### src/verilog/sfs_pkg.sv
// Shared constants and types of the serial memory slave front end.
`default_nettype none
package sfs_pkg;
    // Serial framing.
    localparam logic [2:0] BIT_LAST = 3'h7;
    localparam int ADDR_W = 13;
    localparam logic [1:0] ID_LAST = 2'h3;

    // Command codes.
    localparam logic [7:0] CMD_ENABLE_WRITE = 8'h06;
    localparam logic [7:0] CMD_DISABLE_WRITE = 8'h04;
    localparam logic [7:0] CMD_STATUS_READ = 8'h05;
    localparam logic [7:0] CMD_STATUS_WRITE = 8'h01;
    localparam logic [7:0] CMD_MEM_READ = 8'h03;
    localparam logic [7:0] CMD_MEM_WRITE = 8'h02;
    localparam logic [7:0] CMD_IDENT_READ = 8'h9f;

    // Status register layout; the stored field covers bits 7 down to 2.
    localparam int SR_PROT_EN_BIT = 7;
    localparam int SR_NV_LO_BIT = 2;
    localparam int SR_LATCH_BIT = 1;
    localparam logic [5:0] SR_NV_RESET = 6'h00;
    localparam logic SR_LATCH_RESET = 1'b0;

    // Block-protect field encodings.
    localparam logic [1:0] BP_NONE = 2'h0;
    localparam logic [1:0] BP_QUARTER = 2'h1;
    localparam logic [1:0] BP_HALF = 2'h2;
    localparam logic [1:0] BP_ALL = 2'h3;

    // Pins of the serial port as one bundle.
    typedef struct packed {
        logic cs_n;
        logic sck;
        logic si;
        logic hold_n;
        logic wp_n;
    } sfs_pins_t;

    localparam sfs_pins_t PINS_RESET = '{cs_n: 1'b1, sck: 1'b0, si: 1'b0, hold_n: 1'b1, wp_n: 1'b1};

    // Request to the memory array.
    typedef struct packed {
        logic we;
        logic re;
        logic [ADDR_W-1:0] addr;
        logic [7:0] wdata;
    } sfs_mem_t;

    typedef enum logic [2:0] {
        PH_CMD = 3'b000,
        PH_ADDR_HI = 3'b001,
        PH_ADDR_LO = 3'b010,
        PH_DATA = 3'b011,
        PH_IGNORE = 3'b100
    } sfs_phase_t;
endpackage
`default_nettype wire

### src/verilog/sfs_status_slave.sv
// Serial slave front end with status register of the ferroelectric memory.
`default_nettype none
module sfs_status_slave #(
    parameter logic [31:0] IDENT = 32'h5ac3_3ca5 // Arbitrary identifier value.
) (
    input wire logic I_REF_CLK,
    input wire logic I_RST_N,
    input wire logic I_CS_N,
    input wire logic I_SCK,
    input wire logic I_SI,
    input wire logic I_HOLD_N,
    input wire logic I_WP_N,
    input wire logic [7:0] I_MEM_RDATA,
    output logic O_SO,
    output logic O_SO_OE,
    output sfs_pkg::sfs_mem_t O_MEM,
    output logic [7:0] O_STATUS
);
    sfs_pkg::sfs_pins_t raw, pins;
    sfs_pkg::sfs_phase_t phase, next_phase;
    logic sck_d, cs_d, mem_we, mem_re, re_d, step, write_enable_latch, wr_seen, drv, freeze;
    logic [2:0] bit_cnt;
    logic [7:0] shift, opcode, wdata, out_sh;
    logic [sfs_pkg::ADDR_W-1:0] addr;
    logic [5:0] stat_nv;
    logic [1:0] id_cnt;

    ////////////////////////////////////////////////////////////////////////////
    // Pin capture and edge finding.

    assign raw = '{cs_n: I_CS_N, sck: I_SCK, si: I_SI, hold_n: I_HOLD_N, wp_n: I_WP_N};

    sfs_sync #(
        .W(5),
        .RST_VAL(sfs_pkg::PINS_RESET)
    ) u_sync (
        .i_clk(I_REF_CLK),
        .i_rst_n(I_RST_N),
        .i_d(raw),
        .o_q(pins)
    );

    // Edges count only while selected and not paused; idle level is free.
    wire active = !pins.cs_n && pins.hold_n;
    wire sck_rise = active && pins.sck && !sck_d;
    wire sck_fall = active && !pins.sck && sck_d;
    wire cs_rise = pins.cs_n && !cs_d;

    ////////////////////////////////////////////////////////////////////////////
    // Command decode.

    wire [7:0] next_byte = {shift[6:0], pins.si};
    wire byte_done = sck_rise && (bit_cnt == sfs_pkg::BIT_LAST);
    wire cmd_done = byte_done && (phase == sfs_pkg::PH_CMD);
    wire data_done = byte_done && (phase == sfs_pkg::PH_DATA);
    wire hi_done = byte_done && (phase == sfs_pkg::PH_ADDR_HI);
    wire lo_done = byte_done && (phase == sfs_pkg::PH_ADDR_LO);
    wire [7:0] cur_op = (phase == sfs_pkg::PH_CMD) ? next_byte : opcode;
    wire op_sread = cur_op == sfs_pkg::CMD_STATUS_READ;
    wire op_swrite = cur_op == sfs_pkg::CMD_STATUS_WRITE;
    wire op_mread = cur_op == sfs_pkg::CMD_MEM_READ;
    wire op_mwrite = cur_op == sfs_pkg::CMD_MEM_WRITE;
    wire op_ident = cur_op == sfs_pkg::CMD_IDENT_READ;
    wire is_enable = cmd_done && (next_byte == sfs_pkg::CMD_ENABLE_WRITE);
    wire is_disable = cmd_done && (next_byte == sfs_pkg::CMD_DISABLE_WRITE);

    // Phase sequencing per byte boundary.
    always_comb begin
        next_phase = phase;
        unique case (phase)
            sfs_pkg::PH_CMD: begin
                if (op_mread || op_mwrite) begin
                    next_phase = sfs_pkg::PH_ADDR_HI;
                end else if (op_sread || op_swrite || op_ident) begin
                    next_phase = sfs_pkg::PH_DATA;
                end else begin
                    next_phase = sfs_pkg::PH_IGNORE;
                end
            end
            sfs_pkg::PH_ADDR_HI: next_phase = sfs_pkg::PH_ADDR_LO;
            sfs_pkg::PH_ADDR_LO: next_phase = sfs_pkg::PH_DATA;
            sfs_pkg::PH_DATA: next_phase = op_swrite ? sfs_pkg::PH_IGNORE : sfs_pkg::PH_DATA;
            default: next_phase = sfs_pkg::PH_IGNORE;
        endcase
    end

    // Receive shifter; deselect drops any partial code so it never runs.
    always_ff @(posedge I_REF_CLK or negedge I_RST_N) begin
        if (!I_RST_N) begin
            bit_cnt <= 3'h0;
            shift <= 8'h00;
            phase <= sfs_pkg::PH_CMD;
            opcode <= 8'h00;
        end else if (pins.cs_n) begin
            bit_cnt <= 3'h0;
            phase <= sfs_pkg::PH_CMD;
        end else if (sck_rise) begin
            shift <= next_byte;
            bit_cnt <= bit_cnt + 3'h1;
            if (byte_done) begin
                phase <= next_phase;
            end
            if (cmd_done) begin
                opcode <= next_byte;
            end
        end
    end

    ////////////////////////////////////////////////////////////////////////////
    // Array access and protection.

    wire [1:0] bp = stat_nv[1:0];
    wire top_half = addr[sfs_pkg::ADDR_W-1];
    wire top_quarter = top_half && addr[sfs_pkg::ADDR_W-2];
    wire prot = (bp == sfs_pkg::BP_ALL) || ((bp == sfs_pkg::BP_HALF) && top_half) ||
        ((bp == sfs_pkg::BP_QUARTER) && top_quarter);
    wire wr_ok = write_enable_latch && !prot;
    wire sr_ok = write_enable_latch && !(stat_nv[5] && !pins.wp_n);

    // The address steps after every array byte, a refused write too, so 13 bits wrap to zero.
    always_ff @(posedge I_REF_CLK or negedge I_RST_N) begin
        if (!I_RST_N) begin
            addr <= '0;
        end else if (hi_done) begin
            addr[sfs_pkg::ADDR_W-1:8] <= next_byte[sfs_pkg::ADDR_W-9:0];
        end else if (lo_done) begin
            addr[7:0] <= next_byte;
        end else if (step) begin
            addr <= addr + 13'h1;
        end
    end

    // Read data arrives the cycle after the read strobe.
    always_ff @(posedge I_REF_CLK or negedge I_RST_N) begin
        if (!I_RST_N) begin
            mem_we <= 1'b0;
            mem_re <= 1'b0;
            re_d <= 1'b0;
            step <= 1'b0;
            wdata <= 8'h00;
        end else begin
            mem_we <= data_done && op_mwrite && wr_ok;
            mem_re <= (lo_done || data_done) && op_mread;
            step <= (data_done && op_mwrite) || ((lo_done || data_done) && op_mread);
            re_d <= mem_re;
            if (data_done) begin
                wdata <= next_byte;
            end
        end
    end

    assign O_MEM = '{we: mem_we, re: mem_re, addr: addr, wdata: wdata};

    ////////////////////////////////////////////////////////////////////////////
    // Status register.

    always_ff @(posedge I_REF_CLK or negedge I_RST_N) begin
        if (!I_RST_N) begin
            stat_nv <= sfs_pkg::SR_NV_RESET;
            write_enable_latch <= sfs_pkg::SR_LATCH_RESET;
            wr_seen <= 1'b0;
        end else begin
            if (data_done && op_swrite && sr_ok) begin
                stat_nv <= next_byte[7:2];
            end
            if (is_enable) begin
                write_enable_latch <= 1'b1;
            end else if (is_disable || (cs_rise && wr_seen)) begin
                write_enable_latch <= 1'b0;
            end
            if (pins.cs_n) begin
                wr_seen <= 1'b0;
            end else if (cmd_done && (op_swrite || op_mwrite)) begin
                wr_seen <= 1'b1;
            end
        end
    end

    assign O_STATUS = {stat_nv, write_enable_latch, 1'b0};

    ////////////////////////////////////////////////////////////////////////////
    // Transmit path.

    wire [1:0] id_next = cmd_done ? 2'h0 : id_cnt + 2'h1;
    wire [31:0] id_shift = IDENT << {id_next, 3'b000};
    wire id_last = id_cnt == sfs_pkg::ID_LAST;
    wire load_now = re_d || (cmd_done && (op_sread || op_ident)) ||
        (data_done && (op_sread || (op_ident && !id_last)));
    wire [7:0] load_val = re_d ? I_MEM_RDATA : (op_sread ? O_STATUS : id_shift[31:24]);
    wire tx_en = (phase == sfs_pkg::PH_DATA) && (op_sread || op_ident || op_mread) && !freeze;

    // Loads happen a few cycles after a rising edge, well before the falling
    // edge that shifts; a link clock near our own rate would break this.
    always_ff @(posedge I_REF_CLK or negedge I_RST_N) begin
        if (!I_RST_N) begin
            out_sh <= 8'h00;
            O_SO <= 1'b0;
            drv <= 1'b0;
            freeze <= 1'b0;
            id_cnt <= 2'h0;
        end else if (pins.cs_n) begin
            drv <= 1'b0;
            freeze <= 1'b0;
        end else begin
            if (load_now) begin
                out_sh <= load_val;
            end else if (sck_fall && tx_en) begin
                out_sh <= {out_sh[6:0], 1'b0};
            end
            if (sck_fall && tx_en) begin
                O_SO <= out_sh[7];
                drv <= 1'b1;
            end
            if (cmd_done) begin
                id_cnt <= 2'h0;
            end else if (data_done && op_ident) begin
                if (id_last) begin
                    freeze <= 1'b1;
                end else begin
                    id_cnt <= id_cnt + 2'h1;
                end
            end
        end
    end

    // Output enable drops while deselected or paused. Previous pin levels are
    // tracked even during a pause, so a pause left at the clock level it began
    // with produces no stray edge.
    always_ff @(posedge I_REF_CLK or negedge I_RST_N) begin
        if (!I_RST_N) begin
            O_SO_OE <= 1'b0;
            sck_d <= sfs_pkg::PINS_RESET.sck;
            cs_d <= sfs_pkg::PINS_RESET.cs_n;
        end else begin
            O_SO_OE <= drv && active;
            sck_d <= pins.sck;
            cs_d <= pins.cs_n;
        end
    end
endmodule
`default_nettype wire

### src/verilog/sfs_sync.sv
// Two-stage synchroniser for a bundle of asynchronous pins.
`default_nettype none
module sfs_sync #(
    parameter int W = 5,
    parameter logic [W-1:0] RST_VAL = '0
) (
    input wire logic i_clk,
    input wire logic i_rst_n,
    input wire logic [W-1:0] i_d,
    output logic [W-1:0] o_q
);
    logic [W-1:0] meta;

    // The first stage feeds only the second stage.
    always_ff @(posedge i_clk or negedge i_rst_n) begin
        if (!i_rst_n) begin
            meta <= RST_VAL;
            o_q <= RST_VAL;
        end else begin
            meta <= i_d;
            o_q <= meta;
        end
    end
endmodule
`default_nettype wire
### config.mk
export PLATFORM = sky130hd
export DESIGN_NAME = sfs_status_slave
export DESIGN_NICKNAME = d
export VERILOG_FILES = /design/src/verilog/sfs_pkg.sv /design/src/verilog/sfs_status_slave.sv /design/src/verilog/sfs_sync.sv
export SDC_FILE = /design/constraint.sdc
export NUM_CORES = 1
export LEC_CHECK = 0
export BUFFER_PORTS_ARGS = -buffer_cell sky130_fd_sc_hd__buf_4
export CORE_MARGIN = 1
export CORE_UTILIZATION = 50
export CTS_BUF_LIST = sky130_fd_sc_hd__clkbuf_2 sky130_fd_sc_hd__clkbuf_4 sky130_fd_sc_hd__clkbuf_8
export CTS_CLUSTER_SIZE = 14
export DETAILED_ROUTE_END_ITERATION = 16
export GPL_TIMING_DRIVEN = 0
export PLACE_DENSITY = 0.66
export SLEW_MARGIN = 0
export SYNTH_ARGS = -nofsm -noshare
export SYNTH_HDL_FRONTEND = slang
export SYNTH_SLANG_ARGS = --single-unit
### constraint.sdc
create_clock -name I_REF_CLK -period 2.65 [get_ports I_REF_CLK]
set_input_delay 0.3975 -clock I_REF_CLK [delete_from_list [all_inputs] [get_ports I_REF_CLK]]
set_output_delay 0.3975 -clock I_REF_CLK [all_outputs]
set_load 0.005 [all_outputs]
# == Word level (Yosys, flattened, before mapping) ==
# Index checks and enable logic that the tools add are counted.
# totals
regBits,80
latch_bits,0
mem_bits_rw,0
rom_bits,0
inputBits,15
output_inout_bits,33
word_cells,158
mem_count,0
# classes
addsub,3
multipliers,0
div,0
n_lt_le_gt_ge,0
n_eq_ne,18
shift,1
muxes,32
bitwise_logic,2
n_reduce_logical,78
# op_table
operator,count
$mux 8,6
$logic_and 1x1->1,34
$shl 31x5->32 const A,1
$eq 8x3->1 const B,3
$mux 3,8
$reduce_bool 2->1,11
$eq 8x2->1 const B,2
$logic_or 1x1->1,14
$add 13x1->13 const B,1
$mux 13,1
$pmux 3 s4,1
$reduce_and 2->1,6
$mux 1,10
$mux 5,2
$logic_not 1->1,9
$reduce_and 3->1,3
$eq 8x1->1 const B,1
$eq 8x8->1 const B,1
$mux 2,4
$eq 2x2->1 const B,3
$eq 3x2->1 const B,2
$ne 2x2->1 const B,2
$add 3x1->3 const B,1
$eq 3x1->1 const B,1
6 further kinds,7

# == Longest topological paths before layout ==
# logic_depth
depth_word,11
depth_mapped,10
ltp_nobuf,8

# == By module ==
# From an unflattened synthesis, not the netlist that was laid out.
# unflattened
cells_unflattened,402
area_unflattened_um2,3993.8
# by_module_without_submodules
mod,n_inst,cells_per_inst,area_each_um2,seq_area_each_um2
sfs_status_slave,1,392,3736.1,1752.9
sfs_sync,1,10,257.7,257.7

# == Worst setup path after synthesis ==
# Ideal clock, no wire load.
# synth_path
path_kind,register to register
from,register bit_cnt[0]
to,register out_sh[3]
setup_time_ns,0.087
arrival_time_ns,2.296
required_ns,2.563
setup_slack_ns,0.267
path_stages_with_launch,11
path_buffers,2
period_less_slack_ns,2.383
cell_sequence,dfrtp_1 ha_1 ha_1 and3b_1 and3_1 buf_2 or3b_4 o31a_2 buf_6 mux2_2 o211ai_1
# synth_between
elab_chain_len,8
elab_cells_between_ends,15
cone_classes,1 x eq/ne; 1 x shift; 4 x mux; 9 x reduce/logical
# synth_rtl
element,line_no,text
"start, declared",sfs_status_slave.sv:22,logic [2:0] bit_cnt;
"start signal, assigned",sfs_status_slave.sv:99,bit_cnt <= bit_cnt + 3'h1;
$eq 3x3->1 (*),sfs_status_slave.sv:53,wire byte_done = sck_rise && (bit_cnt == sfs_pkg::BIT_LAST);
$logic_and 1x1->1 (*),sfs_status_slave.sv:53,
$logic_and 1x1->1,sfs_status_slave.sv:54,wire cmd_done = byte_done && (phase == sfs_pkg::PH_CMD);
$mux 2 / $logic_and 1x1->1 (equally long branches),"sfs_status_slave.sv:184, sfs_status_slave.sv:187",
$shl 31x5->32 / $logic_or 1x1->1 (equally long branches),"sfs_status_slave.sv:185, sfs_status_slave.sv:187",
$mux 8 / $logic_or 1x1->1 (equally long branches),"sfs_status_slave.sv:189, sfs_status_slave.sv:187",
$mux 8 / $reduce_bool 2->1 (equally long branches),-,
$mux 8 / $reduce_and 2->1 (equally long branches),-,
"end signal, assigned",sfs_status_slave.sv:206,out_sh <= load_val;
"end signal, assigned",sfs_status_slave.sv:208,"out_sh <= {out_sh[6:0], 1'b0};"
"end, declared",sfs_status_slave.sv:23,"logic [7:0] shift, opcode, wdata, out_sh;"
# Every way passes the cells marked *; elsewhere a longest branch is shown, timed or not.
# A chain may end at the register's enable or synchronous reset.

# == Worst setup path after layout ==
# layout_path
from,register u_sync.o_q[1]
to,register out_sh[4]
# layout_between
elab_chain_len,10
elab_cells_between_ends,20
cone_classes,1 x shift; 4 x mux; 15 x reduce/logical
# layout_rtl
element,line_no,text
"start, declared",sfs_sync.sv:10,output logic [W-1:0] o_q
"start signal, assigned",sfs_sync.sv:21,o_q <= meta;
$logic_and 1x1->1 (*),sfs_status_slave.sv:44,wire active = !pins.cs_n && pins.hold_n;
$logic_and 1x1->1 (2 in series),sfs_status_slave.sv:45,wire sck_rise = active && pins.sck && !sck_d;
$logic_and 1x1->1,sfs_status_slave.sv:53,
$logic_and 1x1->1,sfs_status_slave.sv:54,
$mux 2 / $logic_and 1x1->1 (equally long branches),"sfs_status_slave.sv:184, sfs_status_slave.sv:187",
$shl 31x5->32 / $logic_or 1x1->1 (equally long branches),"sfs_status_slave.sv:185, sfs_status_slave.sv:187",
$mux 8 / $logic_or 1x1->1 (equally long branches),"sfs_status_slave.sv:189, sfs_status_slave.sv:187",
$mux 8 / $reduce_bool 2->1 (equally long branches),-,
$mux 8 / $reduce_and 2->1 (equally long branches),-,
# Marked as above.

==> results.yml <==
clock_network:
  ctsHtreeMaxLevel: 3
  clockRootBuffer: "clkbuf_8"
  postCtsHoldBufs: 0
  cts-buffers-inserted: 9
  clock_tree_from_tritoncts: "yes"
  cts.path.max_buffers: 2
  insertion_delay_ps: 350
  cts.sink_count: 80
  clock_slew_at_reported_path_ffs_ps: 90
worst_setup_path:
  crit_path_cell_trace: "nor4bb_1 -> buf_2 -> nand3_2 -> or3b_4 -> o31a_2 -> buf_6 -> mux2_2 -> o211ai_1"
  number_of_cell_instances_on_the_worst_register_to_register_path: 8
  critical_path.max_stage_delay_ps: 560
  worstPathArrival_ps: 2800
  timing.critical_path.fanout_max: 10
  reg2reg_from: "u_sync.o_q[1]$_DFF_PN1_"
  critical_path.startpoint_type: "flop"
  top_delay_family_on_crit_path: "simple AND/OR/NAND/NOR gates"
  critical_path.reg2reg.endpoint: "out_sh[4]$_DFFE_PN0P_"
  required_ps: 2920
  crit_type: "reg2reg"
  critical-path-slowest-cell: "dfstp_2"
  timing.reg2reg.setup_slack_ps: 130
  critical_path_buf_inv_count: 2
  timing.critical_path.to_type: "flop"
floorplan:
  die_height_um: 91.4
  design.die.area_mm2: 0.00836
  fp-row-count: 32
  die_span_in_x_um: 91.4
  boundaryPins: 48
  core-area_mm2: 0.00773
  initial_core_util_pct: 51.8
global_route:
  grt_util_all_layers_pct: 23.1
  globalRoute.totalOverflow: 0
  pin_count_of_the_biggest_net_entering_global_routing: 81
  antenna_violations_before_repair: 0
  first_pass_grt_wire_length_um: 15100
  grt_pass1_vias: 2978
synthesis:
  yosys_most_used_dff: "dfrtp_1"
  syn_area_per_cell_um2: 10.9
  synth_sequential_area_ratio_pct: 50.3
  netlist_area_mm2: 0.00400
  yosys_warnings: 0
  postSynthCellCount: 368
  ys_async_sr_fraction_pct: 100
  synth_largest_type_area_fraction_pct: 45.7
  synthDistinctLibCells: 72
  synth-edff-count: 0
  ys_top_cells_by_area: "dfrtp_1 46%, mux2_2 8.2%, dfstp_2 4.6%"
  post-synth-top-area-cell: "dfrtp_1"
  synthesis.nets: 387
  yosys_reg_bits: 80
power_and_ir_drop:
  max-vdd-ir-drop_mv: 0.323
  sequential_cell_fraction_of_total_power_pct: 52.1
  power.density_mw_per_mm2: 529
  power_switching_share_pct: 27.5
  cellInternalPower_mw: 1.81
  comb_power_share_pct: 10.5
  leakage_nw: 2.13
  p_total_mw: 2.50
  power_switching_mw: 0.687
  clkPwrFrac_pct: 37.4
placed_design:
  placed_cells_incl_taps: 516
  placement.io_buffers: 46
  gpl.final_weighted_congestion: 0.817
  dpl-instance-area_mm2: 0.00447
  dp_hpwl_um: 6160
cells_and_area:
  layout-area-overhead-vs-synth_pct: 18.0
  final_layout_size_suffix_gt1_share_pct: 32.4
  final_cells: 534
  stdcell_area_mm2: 0.00472
  most-common-layout-cells: "73 x dfrtp_1, 52 x buf_4, 29 x mux2_2"
  most_common_cell_after_layout_fill_and_taps_aside: "dfrtp_1"
  antenna-diode-count: 0
  fin_nets: 446
sta:
  finalHoldWorstSlack_ps: 141
  slew_headroom_pct: 34.4
  setup_violations: 0
  number_of_hold_violations_in_the_final_report: 0
  period_share_pct: 95.3
  period_needed_ps: 2520
  final.setup.tns_ps: 0
  max_slew.worst_pin.slew_ps: 983
  timing.clock.skew_ps: 9.21
  timing_max_transition_violations_final: 0
  fmax_mhz: 396
  setup_repair_after_global_routing_missed_its_margin: "no"
route:
  avgRoutedWirePerCell_um: 16.2
  postRouteWirelength_um: 8640
  antenna_violating_nets_post_route: 0
  detailedRoute.firstPassIterationCount: 4
  drt-vias-per-instance: 5.65
  remaining_drc_errors: 0
  route.vias.total: 3019
  drtIter0Drc: 125
status:
  result_of_the_run: "finished, final reports clean"
hold_path:
  hold-path-endpoint: "u_sync.meta[0]$_DFF_PN1_"
  hold_path.startpoint: "I_WP_N"
  holdPathStages: 1
  hold_path_class: "in2reg"
run:
  max_cap_violations: 0
-- synthesized netlist by cell type (2+ instances only) --
master	n
a211oi_1	6
a21o_1	3
a21oi_1	20
a22o_1	3
a31o_2	2
a31oi_1	2
a32o_1	2
and2_1	4
and3_1	4
and4_1	2
buf_2	4
buf_4	4
buf_6	2
clkbuf_1	7
clkbuf_2	3
dfrtp_1	73
dfstp_2	7
ha_1	4
inv_1	11
mux2_2	29
nand2_1	24
nand2b_1	2
nand3_1	12
nand3b_1	2
nand4_1	10
nand4b_1	2
nor2_1	25
nor2b_1	4
nor3_1	10
nor4_1	2
nor4b_1	2
o211ai_1	10
o21a_1	2
o21ai_0	15
o22ai_1	4
o311ai_0	2
o311ai_4	2
o31ai_1	3
o32a_2	2
or3_1	3
or4_1	2
xnor2_1	6
-- how the worst max path moves through the flow --
stage	startpoint	endpoint	slack, ps	cells after the start
detailed placement	shift[3]$_DFFE_PN0P_	out_sh[3]$_DFFE_PN0P_	80	8
global route	shift[3]$_DFFE_PN0P_	out_sh[0]$_DFFE_PN0P_	2	9
finish	u_sync.o_q[1]$_DFF_PN1_	out_sh[4]$_DFFE_PN0P_	130	8
CTS	shift[3]$_DFFE_PN0P_	out_sh[3]$_DFFE_PN0P_	70	8
floorplan	bit_cnt[0]$_DFFE_PN0P_	out_sh[3]$_DFFE_PN0P_	270	10
global placement	shift[3]$_DFFE_PN0P_	out_sh[4]$_DFFE_PN0P_	100	8
-- sequential cells by signal, indices dropped and copies added, names as in the netlist, 2 cells and up --
| signal | cells |
|---|---|
| opcode | 8 |
| u_sync.meta | 5 |
| shift | 7 |
| out_sh | 8 |
| phase | 3 |
| wdata | 8 |
| id_cnt | 2 |
| stat_nv | 6 |
| addr | 13 |
| bit_cnt | 3 |
| u_sync.o_q | 5 |
-- power groups by stage --
stage / clock network, mW / registers [mW] / logic, mW
after CTS: 0.967 / 1.30 / 0.258
after global placement: 0 / 1.33 / 0.253
after detailed placement: 0 / 1.33 / 0.257
after floorplan: 0 / 1.30 / 0.169
after global routing: 1.01 / 1.31 / 0.295
final: 0.935 / 1.30 / 0.262
-- logic make-up after synthesis --
| group | Yosys count | share of synthesized area (%) |
|---|---|---|
| adder cells (fa/ha/maj) | 4 | 1.25 |
| flip-flops | 80 | 50.3 |
| other | 1 | 0.0937 |
| multiplexers | 30 | 8.41 |
| XOR/XNOR | 6 | 1.31 |
| AND/OR/NAND/NOR | 125 | 17.9 |
| buffers and inverters | 35 | 4.72 |
| AO/OA/AOI/OAI | 87 | 16.1 |
-- metal layers --
metal  routed length, um  part of all wire (%)  track usage, %  vias to the layer above
met1                4080                    47            32.0                     1466
met3                 424                   4.9            5.78                        8
li1                    -                     -               -                     1479
met2                4070                    47            36.7                       66
met5                   0                     0               0                        -
met4                  62                  0.72            5.03                        0
-- metrics by stage --
step / setup slack (ps) / utilization (%)
finish: 126 / 61.1
floorplan: 267 / -
global route: 1.92 / 61.1
CTS: 72.7 / 60.6
detailed placement: 82.8 / 57.9
global placement: 101 / 57.9
-- what timing repair did --
| item | in CTS | in global routing |
|---|---|---|
| gates resized for setup | 0 | 7 |
| endpoints found under the setup margin | 0 | 14 |
| buffers inserted | 0 | 2 |
-- final cells by class --
cell class              count  area (um2)
fillers                   687        3010
flip-flops and latches     80        2010
multi-input cells         253        1820
repair buffers             48         360
plain buffers              23         144
well taps                 102         128
clock buffers               9         124
clock inverters             7        85.1
inverters                  12        45.0
Power figures use the tool's default switching activity.
